==> config.mk <==
export PLATFORM = sky130hd
export DESIGN_NAME = lvd_ctrl
export DESIGN_NICKNAME = d
export VERILOG_FILES = /design/src/pkg/lvd_pkg.sv /design/src/lvd_sync.sv /design/src/lvd_sticky.sv /design/src/lvd_ctrl.sv
export SDC_FILE = /design/constraint.sdc
export NUM_CORES = 1
export LEC_CHECK = 0
export BUFFER_PORTS_ARGS = -buffer_cell sky130_fd_sc_hd__clkbuf_2
export CAP_MARGIN = 25
export CORE_ASPECT_RATIO = 0.8
export CORE_MARGIN = 5
export CORE_UTILIZATION = 40
export CTS_CLUSTER_SIZE = 25
export DETAILED_ROUTE_END_ITERATION = 7
export PLACE_DENSITY = 0.87
export SYNTH_ARGS = -nofsm -noshare
export SYNTH_HDL_FRONTEND = slang
export SYNTH_SLANG_ARGS = --single-unit
==> constraint.sdc <==
create_clock -name clk_i -period 2.5 [get_ports clk_i]
set_input_delay 0.25 -clock clk_i [delete_from_list [all_inputs] [get_ports clk_i]]
set_output_delay 0.25 -clock clk_i [all_outputs]
set_load 0.005 [all_outputs]
==> src/pkg/lvd_pkg.sv <==
// package: register map, field positions and timing constants for the low-voltage detector control
package lvd_pkg;
    // register byte addresses on the wishbone bus
    localparam logic [3:0] LVD_ADDR_CTRL = 4'h0;
    localparam logic [3:0] LVD_ADDR_IRQF = 4'h4;
    localparam logic [3:0] LVD_ADDR_MASK = 4'h8;
    localparam logic [3:0] LVD_ADDR_STAT = 4'hC;
    // control register fields
    localparam int LVD_BIT_ON = 7;
    localparam int LVD_BIT_SRC = 2;
    localparam int LVD_BIT_MODE = 1;
    localparam int LVD_BIT_LEVEL = 0;
    // irq flag register field
    localparam int LVD_BIT_REQ = 0;
    // reset values
    localparam logic [7:0] LVD_CTRL_RESET = 8'h00;
    localparam logic LVD_MASK_RESET = 1'b1;
    // status register: bit 0 request pulse seen, bit 1 internal reset seen
    localparam int LVD_BIT_STAT_RST = 1;
    // stabilisation time, informative for software
    localparam int LVD_STAB_TIME_NS = 10000;
    localparam int LVD_CLK_PERIOD_NS = 40;
    localparam int LVD_STAB_CYCLES = (LVD_STAB_TIME_NS + LVD_CLK_PERIOD_NS - 1) / LVD_CLK_PERIOD_NS;
endpackage : lvd_pkg

==> src/lvd_sync.sv <==
// two-stage synchroniser for one asynchronous level
`timescale 1ns/1ps
module lvd_sync (
    input wire logic clk_i,
    input wire logic rst_i,
    input wire logic d_i,
    output logic q_o
);
    import lvd_pkg::*;
    logic meta_reg;
    logic sync_reg;
    // the first stage feeds only the second stage
    always_ff @(posedge clk_i) begin
        if (rst_i) begin
            meta_reg <= 1'b0;
            sync_reg <= 1'b0;
        end else begin
            meta_reg <= d_i;
            sync_reg <= meta_reg;
        end
    end
    assign q_o = sync_reg;
endmodule : lvd_sync

==> src/lvd_sticky.sv <==
// sticky flag: set by a hardware event or a software write, cleared by a software request; set wins
`timescale 1ns/1ps
module lvd_sticky #(
    parameter logic RESET_VAL = 1'b0
) (
    input wire logic clk_i,
    input wire logic rst_i,
    input wire logic set_i,
    input wire logic clr_i,
    output logic q_o
);
    import lvd_pkg::*;
    logic flag_reg;
    logic flag_next;
    assign flag_next = set_i ? 1'b1 : (clr_i ? 1'b0 : flag_reg);
    always_ff @(posedge clk_i) begin
        if (rst_i) begin
            flag_reg <= RESET_VAL;
        end else begin
            flag_reg <= flag_next;
        end
    end
    assign q_o = flag_reg;
endmodule : lvd_sticky

==> src/lvd_ctrl.sv <==
// low-voltage detector control: registers, crossing detection, interrupt and internal reset
`timescale 1ns/1ps
module lvd_ctrl (
    input wire logic clk_i,
    input wire logic rst_i,
    // classic wishbone slave
    input wire logic cyc_i,
    input wire logic stb_i,
    input wire logic we_i,
    input wire logic [3:0] adr_i,
    input wire logic [3:0] sel_i,
    input wire logic [31:0] dat_i,
    output logic [31:0] dat_o,
    output logic ack_o,
    // analog comparator outputs, high when the input is below its threshold
    input wire logic supply_below_i,
    input wire logic external_below_i,
    output logic low_voltage_irq_o,
    output logic internal_reset_o,
    output logic irq_o
);
    import lvd_pkg::*;

    // ==========================================================
    // bus decode
    logic ack_reg;
    wire bus_req = cyc_i && stb_i && !ack_reg;
    wire wr_lane0 = bus_req && we_i && sel_i[0];
    wire wr_ctrl = wr_lane0 && (adr_i == LVD_ADDR_CTRL);
    wire wr_irqf = wr_lane0 && (adr_i == LVD_ADDR_IRQF);
    wire wr_mask = wr_lane0 && (adr_i == LVD_ADDR_MASK);
    wire wr_stat = wr_lane0 && (adr_i == LVD_ADDR_STAT);

    // ==========================================================
    // control register
    logic detector_on_reg;
    logic sense_source_select_reg;
    logic reset_or_irq_select_reg;
    always_ff @(posedge clk_i) begin
        if (rst_i) begin
            detector_on_reg <= LVD_CTRL_RESET[LVD_BIT_ON];
            sense_source_select_reg <= LVD_CTRL_RESET[LVD_BIT_SRC];
            reset_or_irq_select_reg <= LVD_CTRL_RESET[LVD_BIT_MODE];
        end else if (wr_ctrl) begin
            detector_on_reg <= dat_i[LVD_BIT_ON];
            sense_source_select_reg <= dat_i[LVD_BIT_SRC];
            reset_or_irq_select_reg <= dat_i[LVD_BIT_MODE];
        end
    end

    // ==========================================================
    // comparator sampling
    logic supply_below_s;
    logic external_below_s;
    lvd_sync u_sync_supply (
        .clk_i(clk_i),
        .rst_i(rst_i),
        .d_i(supply_below_i),
        .q_o(supply_below_s)
    );
    lvd_sync u_sync_ext (
        .clk_i(clk_i),
        .rst_i(rst_i),
        .d_i(external_below_i),
        .q_o(external_below_s)
    );
    wire sensed_below = sense_source_select_reg ? external_below_s : supply_below_s;

    // level flag follows the selected input only while running
    logic level_below_flag_reg;
    logic on_d_reg;
    always_ff @(posedge clk_i) begin
        if (rst_i) begin
            level_below_flag_reg <= 1'b0;
            on_d_reg <= 1'b0;
        end else begin
            level_below_flag_reg <= detector_on_reg ? sensed_below : 1'b0;
            on_d_reg <= detector_on_reg;
        end
    end

    // ==========================================================
    // crossing detection; the first running cycle only loads the level
    wire irq_mode = !reset_or_irq_select_reg;
    wire crossing = detector_on_reg && on_d_reg && (sensed_below != level_below_flag_reg);
    wire stop_below = on_d_reg && !detector_on_reg && level_below_flag_reg;
    wire request_pulse = (crossing || stop_below) && irq_mode;
    logic irq_pulse_reg;
    always_ff @(posedge clk_i) begin
        if (rst_i) begin
            irq_pulse_reg <= 1'b0;
        end else begin
            irq_pulse_reg <= request_pulse;
        end
    end
    assign low_voltage_irq_o = irq_pulse_reg;

    // reset mode: held while running and below
    logic int_reset_reg;
    always_ff @(posedge clk_i) begin
        if (rst_i) begin
            int_reset_reg <= 1'b0;
        end else begin
            int_reset_reg <= detector_on_reg && reset_or_irq_select_reg && sensed_below;
        end
    end
    assign internal_reset_o = int_reset_reg;

    // ==========================================================
    // request flag, mask flag and status
    logic detector_irq_request_flag;
    logic detector_irq_mask;
    logic stat_req;
    logic stat_rst;
    lvd_sticky #(.RESET_VAL(1'b0)) u_req (
        .clk_i(clk_i),
        .rst_i(rst_i),
        .set_i(request_pulse),
        .clr_i(wr_irqf && !dat_i[LVD_BIT_REQ]),
        .q_o(detector_irq_request_flag)
    );
    lvd_sticky #(.RESET_VAL(LVD_MASK_RESET)) u_mask (
        .clk_i(clk_i),
        .rst_i(rst_i),
        .set_i(wr_mask && dat_i[LVD_BIT_REQ]),
        .clr_i(wr_mask && !dat_i[LVD_BIT_REQ]),
        .q_o(detector_irq_mask)
    );
    lvd_sticky #(.RESET_VAL(1'b0)) u_stat_req (
        .clk_i(clk_i),
        .rst_i(rst_i),
        .set_i(request_pulse),
        .clr_i(wr_stat && dat_i[LVD_BIT_REQ]),
        .q_o(stat_req)
    );
    lvd_sticky #(.RESET_VAL(1'b0)) u_stat_rst (
        .clk_i(clk_i),
        .rst_i(rst_i),
        .set_i(int_reset_reg),
        .clr_i(wr_stat && dat_i[LVD_BIT_STAT_RST]),
        .q_o(stat_rst)
    );
    // interrupt output: pending request not masked
    assign irq_o = detector_irq_request_flag && !detector_irq_mask;

    // ==========================================================
    // read mux and acknowledge
    wire [31:0] rd_ctrl = {24'h00_0000, detector_on_reg, 4'h0, sense_source_select_reg,
                           reset_or_irq_select_reg, level_below_flag_reg};
    wire [31:0] rd_irqf = {31'h0000_0000, detector_irq_request_flag};
    wire [31:0] rd_mask = {31'h0000_0000, detector_irq_mask};
    wire [31:0] rd_stat = {30'h0000_0000, stat_rst, stat_req};
    wire [31:0] rd_data = (adr_i == LVD_ADDR_CTRL) ? rd_ctrl :
                          (adr_i == LVD_ADDR_IRQF) ? rd_irqf :
                          (adr_i == LVD_ADDR_MASK) ? rd_mask :
                          (adr_i == LVD_ADDR_STAT) ? rd_stat : 32'h0000_0000;
    logic [31:0] dat_reg;
    always_ff @(posedge clk_i) begin
        if (rst_i) begin
            ack_reg <= 1'b0;
            dat_reg <= 32'h0000_0000;
        end else begin
            ack_reg <= bus_req;
            dat_reg <= bus_req ? rd_data : dat_reg;
        end
    end
    assign ack_o = ack_reg;
    assign dat_o = dat_reg;

    // ==========================================================
    // checks
    a_mask_after_reset: assert property (@(posedge clk_i) $fell(rst_i) |-> detector_irq_mask)
        else $error("mask not set after reset");
    a_cross_flags_req: assert property (@(posedge clk_i) disable iff (rst_i)
        request_pulse |=> low_voltage_irq_o && detector_irq_request_flag)
        else $error("crossing did not raise request");
    a_stop_below_req: assert property (@(posedge clk_i) disable iff (rst_i)
        (stop_below && irq_mode) |=> detector_irq_request_flag)
        else $error("stop below threshold gave no request");
    a_off_no_level: assert property (@(posedge clk_i) disable iff (rst_i)
        !detector_on_reg |=> !level_below_flag_reg)
        else $error("level flag set while off");
    a_level_tracks: assert property (@(posedge clk_i) disable iff (rst_i)
        detector_on_reg && $stable(detector_on_reg) |=> level_below_flag_reg == $past(sensed_below))
        else $error("level flag wrong");
    a_reset_mode_hold: assert property (@(posedge clk_i) disable iff (rst_i)
        (detector_on_reg && reset_or_irq_select_reg && sensed_below) |=> internal_reset_o)
        else $error("internal reset missing");
    a_single_pulse: assert property (@(posedge clk_i) disable iff (rst_i)
        low_voltage_irq_o |=> !low_voltage_irq_o)
        else $error("request longer than one cycle");
    a_irq_no_reset: assert property (@(posedge clk_i) disable iff (rst_i)
        irq_mode |=> !internal_reset_o)
        else $error("reset produced in interrupt mode");
    a_req_clear: assert property (@(posedge clk_i) disable iff (rst_i)
        (wr_irqf && !dat_i[LVD_BIT_REQ] && !request_pulse) |=> !detector_irq_request_flag)
        else $error("request flag not cleared");
    c_falling: cover property (@(posedge clk_i) disable iff (rst_i) crossing && sensed_below);
    c_rising: cover property (@(posedge clk_i) disable iff (rst_i) crossing && !sensed_below);
    c_stop_below: cover property (@(posedge clk_i) disable iff (rst_i) stop_below);
    c_irq_out: cover property (@(posedge clk_i) disable iff (rst_i) irq_o);
endmodule : lvd_ctrl

Word level (Yosys, flattened, before mapping)
Index checks and enable logic that the tools add are counted.

cells by class
  equality and inequality tests = 4
  mux-type cells = 11
  bitwise logic cells = 1
  reductions and logical operators = 33

operators by type and width
  kind                                           number
  logical AND 1 bit                              21
  == test 4 bit, second input constant           2
  2-to-1 mux 8 bit                               1
  2-to-1 mux 1 bit                               7
  2-to-1 mux 2 bit                               3
  nonzero test 2 bit                             3
  zero test 1 bit                                5
  == test 4 x 3 -> 1 bit, second input constant  1
  zero test 4 bit                                1
  OR reduction 2 bit                             2
  logical OR 1 bit                               1
  inequality test 1 bit                          1
  inverter 1 bit                                 1

storage, ports and cells
  bits in registers = 48
  input bits = 47
  output and inout bits = 36
  logic and storage cells = 66

Longest topological paths before layout
Gate-level depths: netlist (run 1).

  depth after elaboration = 8
  gate-level depth with buffers = 6
  depth with buffers taken out = 4

By module
From an unflattened synthesis (run 1), not the netlist that was laid out.

second synthesis, totals
  cells, all modules = 116
  area total of the unflattened synthesis = 1087.3 µm²

by module, submodules not included
  module                   instances  cells each  area each (µm²)  seq. area each (µm²)
  lvd_ctrl                 1          92          833.3            240.2
  lvd_sticky at u_req ...  3          4           38.8             20.0
  lvd_sync                 2          4           52.6             40.0
  lvd_sticky at u_mask     1          4           32.5             20.0

Least setup slack after synthesis (run 1)
OpenSTA, ideal clock, no wires.

  path kind = flip-flop to flip-flop
  start point = register ack_reg (netlist: ack_o)
  end point = register u_mask.flag_reg (netlist: u_mask.q_o)
  setup time = 0.072 ns
  data arrival time = 1.526 ns
  data required time = 2.428 ns
  slack = 0.902 ns
  cell stages (with the launch flop) = 5
  buffers on the path = 0
  period minus slack after synthesis = 1.598 ns
  cell sequence = dfxtp_1 > nand3b_1 > or4_1 > nor3b_1 > mux2i_1

on the way
  cells in the longest elaborated chain, start to end = 7
  elaborated cells between the ends (all ways) = 8
  classes of those cells = 8 x reduce/logical

RTL lines
  element                              RTL line          RTL
  start, declared                      lvd_ctrl.sv:26    logic ack_reg;
  start signal, assigned               lvd_ctrl.sv:163   ack_reg <= bus_req;
  zero test 1 bit (*)                  lvd_ctrl.sv:27    wire bus_req = cyc_i && stb_i && !ack_reg;
  logical AND 1 bit (*)                lvd_ctrl.sv:27
  logical AND 1 bit (*) (2 in series)  lvd_ctrl.sv:28    wire wr_lane0 = bus_req && we_i && sel_i[0];
  logical AND 1 bit (*)                lvd_ctrl.sv:31    wire wr_mask = wr_lane0 && (adr_i == LVD_ADDR_MASK);
  logical AND 1 bit                    lvd_ctrl.sv:125   .set_i(wr_mask && dat_i[LVD_BIT_REQ]),
  OR reduction 2 bit (no source line)  n/a
  end signal, assigned                 lvd_sticky.sv:20  flag_reg <= flag_next;
  end, declared                        lvd_sticky.sv:13  logic flag_reg;

Mark *: on every way between the ends. The rest lies on a longest branch, timed or not.
A chain may end at the register's enable or synchronous reset.

Worst setup path after layout (run 1)
Ends and elaborated chain as after synthesis.

==> results of run 1 <==
==> worst reg2reg max path: stages (launching register included) <==
cell and delay [ns]:
dfxtp_1 0.32, nand3b_1 0.32, or4_1 0.61, nor3b_1 0.32
mux2i_1 0.22
==> cell usage after synthesis <==
master and number:
buf_4 28, dfxtp_1 20, nor2_1 15, nor2b_1 6, mux2i_1 4, nand2_1 3
o21ai_0 3, a22oi_1 2, a32oi_1 2, clkbuf_1 2, inv_1 2, nand3_1 2
or4_1 2, a21o_1 1, a21oi_1 1, and2_1 1, and3_1 1, buf_2 1
buf_6 1, conb_1 1, mux2_2 1, mux4_2 1, nand3b_1 1, nor3_1 1
nor3b_1 1, nor4b_1 1, o32ai_1 1, or3_1 1, xor2_1 1
==> area by class of cell <==
class                      count  area (um2)  share of cell area (%)
clock inverter                 1        30.0                    2.88
sequential                    20         400                    38.4
clock buffer                   3        22.5                    2.16
tap                           27        33.8                    3.24
multi-input combinational     80         434                    41.6
inverter                       2        7.51                   0.719
timing repair buffer          23         115                    11.0
==> where the power goes <==
| part | switching [W] | internal, W |
|---|---|---|
| logic | 0.0000284 | 0.0000152 |
| clock network | 0.000103 | 0.000162 |
| registers | 0.00000103 | 0.000322 |
==> kinds of logic after synthesis <==
kind of cell | Yosys count
xor gates and xnor gates | 1
buffers and inverters | 34
and+or+nand+nor | 35
muxes | 6
DFF | 20
AOI/OAI and AO/OA | 10
other | 1
==> worst max-delay path by stage <==
stage	from	endpoint	slack, ns	depth (start not counted)
2_1_floorplan	ack_o	u_mask.q_o	0.90	4
3_3_place_gp	ack_o	u_mask.q_o	0.77	4
3_5_place_dp	ack_o	u_mask.q_o	0.70	4
4_1_cts	ack_o	u_mask.q_o	0.66	4
5_1_grt	ack_o	u_mask.q_o	0.53	4
6_report	ack_o	u_mask.q_o	0.64	4
==> through the flow <==
stage / power, W / hold slack (ns) / utilization, % / worst slack, ns / instances
after floorplan: 0.000389 / 0.378 / - / 0.902 / 134
after global placement: 0.000371 / 0.419 / 41.6 / 0.774 / 152
after detailed placement: 0.000373 / 0.430 / 41.6 / 0.702 / 152
after CTS: 0.000631 / 0.143 / 43.8 / 0.665 / 156
after global routing: 0.000656 / 0.141 / 43.8 / 0.527 / 156
final: 0.000632 / 0.144 / 43.8 / 0.644 / 156
==> layer usage <==
| metal | track usage [%] | part of all wire [%] | up-vias |
|---|---|---|---|
| met5 | 0 | 0 | - |
| met4 | 3.45 | 0.45 | 0 |
| met3 | 6.47 | 12 | 2 |
| met2 | 17.0 | 50 | 39 |
| met1 | 10.1 | 37 | 328 |
| li1 | - | - | 344 |
==> layout by cell type (no fill, tap or decap), types with 3 or more instances in the layout <==
cell | netlist | layout
nor2b_1 | 6 | 6
clkbuf_2 | 0 | 23
clkbuf_4 | 0 | 3
nand2_1 | 3 | 3
nor2_1 | 15 | 15
dfxtp_1 | 20 | 20
o21ai_0 | 3 | 3
conb_1 | 1 | 28
mux2i_1 | 4 | 4
==> out/qor.yml, run 1 <==
hold_path:
  min-delay-start: "external_below_i"
  hold_depth: 2
  hp-class: "in -> reg"
  holdPathEnd: "u_sync_ext.meta_reg"
placed_design:
  gp_congestion: 0.743
  dp_hpwl_um: 1430
  postPlaceCellArea_um2: 991
  port_buffers: 23
layout:
  n_antenna_cell: 0
  syn_to_final_growth_pct: 7.06
  drive_gt1_share_pct: 22.5
  largest_register_ffs: 4
  final_nets: 177
  final_area_um2: 1040
  fillers: 242
worst_setup_path:
  endpoint_kind: "flop"
  rrSetupSlack_ns: 0.64
  cp_top_family: "simple AND/OR/NAND/NOR gates"
  crit_buf_inv: 0
  path_cells: "nand3b_1 > or4_1 > nor3b_1 > mux2i_1"
  worst_path_largest_cell_delay_ns: 0.61
  reg2reg_depth: 4
  cp_max_fo: 8
  cp.required_ns: 2.74
  cp.arrival_ns: 2.10
  crit_path_top_delay_cell: "or4_1"
  cp-start-kind: "flop"
  worst_r2r_endpoint: "u_mask.q_o"
  timing.rr.start: "ack_o"
  worst-setup-path-type: "reg -> reg"
logic_synthesis:
  synthCells: 107
  synth-compound-area-share_pct: 7.06
  yosysTopAreaCellShare_pct: 41.1
  seq_area_frac_synth_pct: 41.1
  ys_top_cells_by_area: "dfxtp_1, buf_4, nor2_1"
  synth_top_area_cell: "dfxtp_1"
  synth-warning-count: 0
  yosys.area_share.xor_xnor_pct: 0.899
  syn_area_um2: 975
  yosys-mux-area-fraction_pct: 7.57
  synth_top_family_by_area: "buffers and inverters"
  synth_cell_types: 29
  synth_adder_area_share_pct: 0
  yosys_register_bits: 20
  synthSimpleGateAreaFrac_pct: 18.2
  syn_avg_cell_area_um2: 9.11
route:
  post_drt_wl_per_cell_um: 11.4
  drtIter0Drc: 3
  route.detailed.drc: 0
  via_count: 713
  drtPass1Iterations: 4
  routed_wl_um: 1780
  vias_per_cell: 4.57
  ant_nets: 0
floorplan:
  rows: 16
  initial_core_util_pct: 40.9
  die_area_um2: 3530
  die_h_um: 54.2
  ios: 83
  die_x_um: 65.2
  core_area_um2: 2380
clock_network:
  cts_sinks: 20
  clk_path_buf_depth: 2
  postCtsResizedCells: 0
  cts_tree: "yes"
  htree_levels: 1
  hold_buffers: 0
  cts-root-buf: "clkbuf_4"
  cts_setup_buffers: 0
  clock_latency_ns: 0.31
  numCtsBuffers: 3
  cts.reportedPaths.clkPinSlew_ns: 0.11
timing:
  setup_viol: 0
  rsz0062_at_grt: "no"
  clock.fmax_mhz: 539
  tightestPinTransition_ns: 0.541
  finalCritPeriodShare_pct: 74.2
  tns_ns: 0
  final-hold-violation-count: 0
  relSlewSlack_pct: 63.7
  min_period_ns: 1.86
  skew_ns: 0.00162
  drv_slew: 0
pwr:
  leakage_nw: 0.503
  power.density_nw_per_um2: 606
  peakVddDrop_v: 0.000384
global_routing:
  grt_pass1_vias: 666
  grt_util_all_layers_pct: 9.98
  grt_antenna_before_repair: 0
  grt_pass1_wl_um: 2640
  grt-ovfl-total: 0
  grt_max_degree: 21
job:
  drv_cap: 0
status:
  outcome: "completed"
(Power assumes the default switching activity.)
==> run 2, diff against run 1 <==
--- a/config.mk
+++ b/config.mk
@@ -9,10 +9,10 @@
 export CAP_MARGIN = 25
 export CORE_ASPECT_RATIO = 0.8
 export CORE_MARGIN = 5
-export CORE_UTILIZATION = 40
+export CORE_UTILIZATION = 37
 export CTS_CLUSTER_SIZE = 25
 export DETAILED_ROUTE_END_ITERATION = 7
-export PLACE_DENSITY = 0.87
+export PLACE_DENSITY = 0.82
 export SYNTH_ARGS = -nofsm -noshare
 export SYNTH_HDL_FRONTEND = slang
 export SYNTH_SLANG_ARGS = --single-unit
==> constraint.sdc (replaced) <==
create_clock -name clk_i -period 1.93 [get_ports clk_i]
set_input_delay 0.193 -clock clk_i [delete_from_list [all_inputs] [get_ports clk_i]]
set_output_delay 0.193 -clock clk_i [all_outputs]
set_load 0.005 [all_outputs]
==> out/qor.yml, run 2 (synthesized netlist as in run 1, its figures left out) <==
worst_setup_path:
  cp.required_ns: 2.16
  endpoint_kind: "flop"
  cp_max_fo: 4
  cp-start-kind: "flop"
  cp.arrival_ns: 1.84
  worst-setup-path-type: "reg -> reg"
  rrSetupSlack_ns: 0.32
floorplan:
  die_h_um: 55.9
  die_x_um: 67.4
  die_area_um2: 3770
  initial_core_util_pct: 39.3
  rows: 16
  core_area_um2: 2480
  ios: 83
timing:
  clock.fmax_mhz: 623
  tns_ns: 0
  min_period_ns: 1.61
  setup_viol: 0
  final-hold-violation-count: 0
  drv_slew: 0
  hold_slack_ns: 0.100
  finalCritPeriodShare_pct: 83.2
  rsz0062_at_grt: "no"
  skew_ns: 0.00369
clock_network:
  postCtsResizedCells: 0
  cts-root-buf: "clkbuf_4"
  cts.reportedPaths.clkPinSlew_ns: 0.11
  clock_latency_ns: 0.30
  cts_tree: "yes"
  htree_levels: 1
  hold_buffers: 0
  cts_sinks: 20
  clk_path_buf_depth: 2
  cts_setup_buffers: 0
  numCtsBuffers: 3
route:
  routed_wl_um: 1730
  via_count: 699
  post_drt_wl_per_cell_um: 10.4
  ant_nets: 0
  drtIter0Drc: 14
  vias_per_cell: 4.21
  drtPass1Iterations: 4
  route.detailed.drc: 0
job:
  drv_cap: 0
global_routing:
  grt_pass1_wl_um: 2550
  use_met1_pct: 10.8
  grt-ovfl-total: 0
  met3_usage_pct: 4.65
  grt_pass1_vias: 579
  grt-busiest-layer: "met2"
  grt_antenna_before_repair: 0
  use_met2_pct: 13.4
  grt_util_all_layers_pct: 8.88
  grt_max_degree: 21
layout:
  largest_register_ffs: 4
  n_antenna_cell: 0
  drive_gt1_share_pct: 23.1
  final_common_cell: "conb_1"
  most-common-layout-cells: "conb_1, clkbuf_2, dfxtp_1"
  fillers: 259
  syn_to_final_growth_pct: 7.32
  final_area_um2: 1050
  final_nets: 178
pwr:
  leakage_nw: 0.501
  total_power_w: 0.000715
  power.density_nw_per_um2: 683
  peakVddDrop_v: 0.000365
status:
  outcome: "completed"
placed_design:
  dp_hpwl_um: 1410
  postPlaceCellArea_um2: 1010
  port_buffers: 23
  gp_congestion: 0.841
hold_path:
  hp-class: "in -> reg"
run 2: changes by cell type in the layout (fill, tap and decap cells not counted):
| cell | previous run | this run |
|---|---|---|
| buf_4 | 0 | 1 |
| bufinv_16 | 1 | 0 |
| clkbuf_8 | 0 | 1 |
run 2: cell type report:
cell class | instances | area (um2) | share of cell area (%)
sequential | 20 | 400 | 38.3
multi-input combinational | 80 | 434 | 41.5
tap | 36 | 45.0 | 4.31
clock buffer | 4 | 36.3 | 3.47
inverter | 2 | 7.51 | 0.718
timing repair buffer | 24 | 123 | 11.7
run 2: power by group:
part	switching [W]	internal [W]	leakage, nW
clock network	0.000123	0.000115	0.0210
registers	0.00000126	0.000418	0.162
logic	0.0000367	0.0000211	0.318
run 2: metrics by stage:
stage	std cells	worst slack, ns	util, %
after floorplan	134	0.332	-
after global placement	162	0.334	40.7
after detailed placement	162	0.274	40.7
after CTS	166	0.311	42.1
after global routing	166	0.222	42.1
final	166	0.324	42.1
run 2: path summary, 6_finish.rpt:
path	startpoint	end	depth (start not counted)
setup reg to reg	ack_o	u_mask.q_o	4
hold reg to reg	u_sync_ext.meta_reg	u_sync_ext.q_o	1
setup / recovery	ack_o	u_mask.q_o	4
hold / removal	external_below_i	u_sync_ext.meta_reg	2
run 2: routing by layer:
metal / vias up / part of all wire (%)
met5: - / 0
met4: 0 / 0
met3: 0 / 14
met2: 39 / 45
met1: 311 / 40
li1: 349 / -
run 2: worst max-delay path: stages, from the launching register on:
cell and delay, ns:
dfxtp_1 0.32, nand3b_1 0.18, or4_1 0.57, nor3b_1 0.28
mux2i_1 0.20
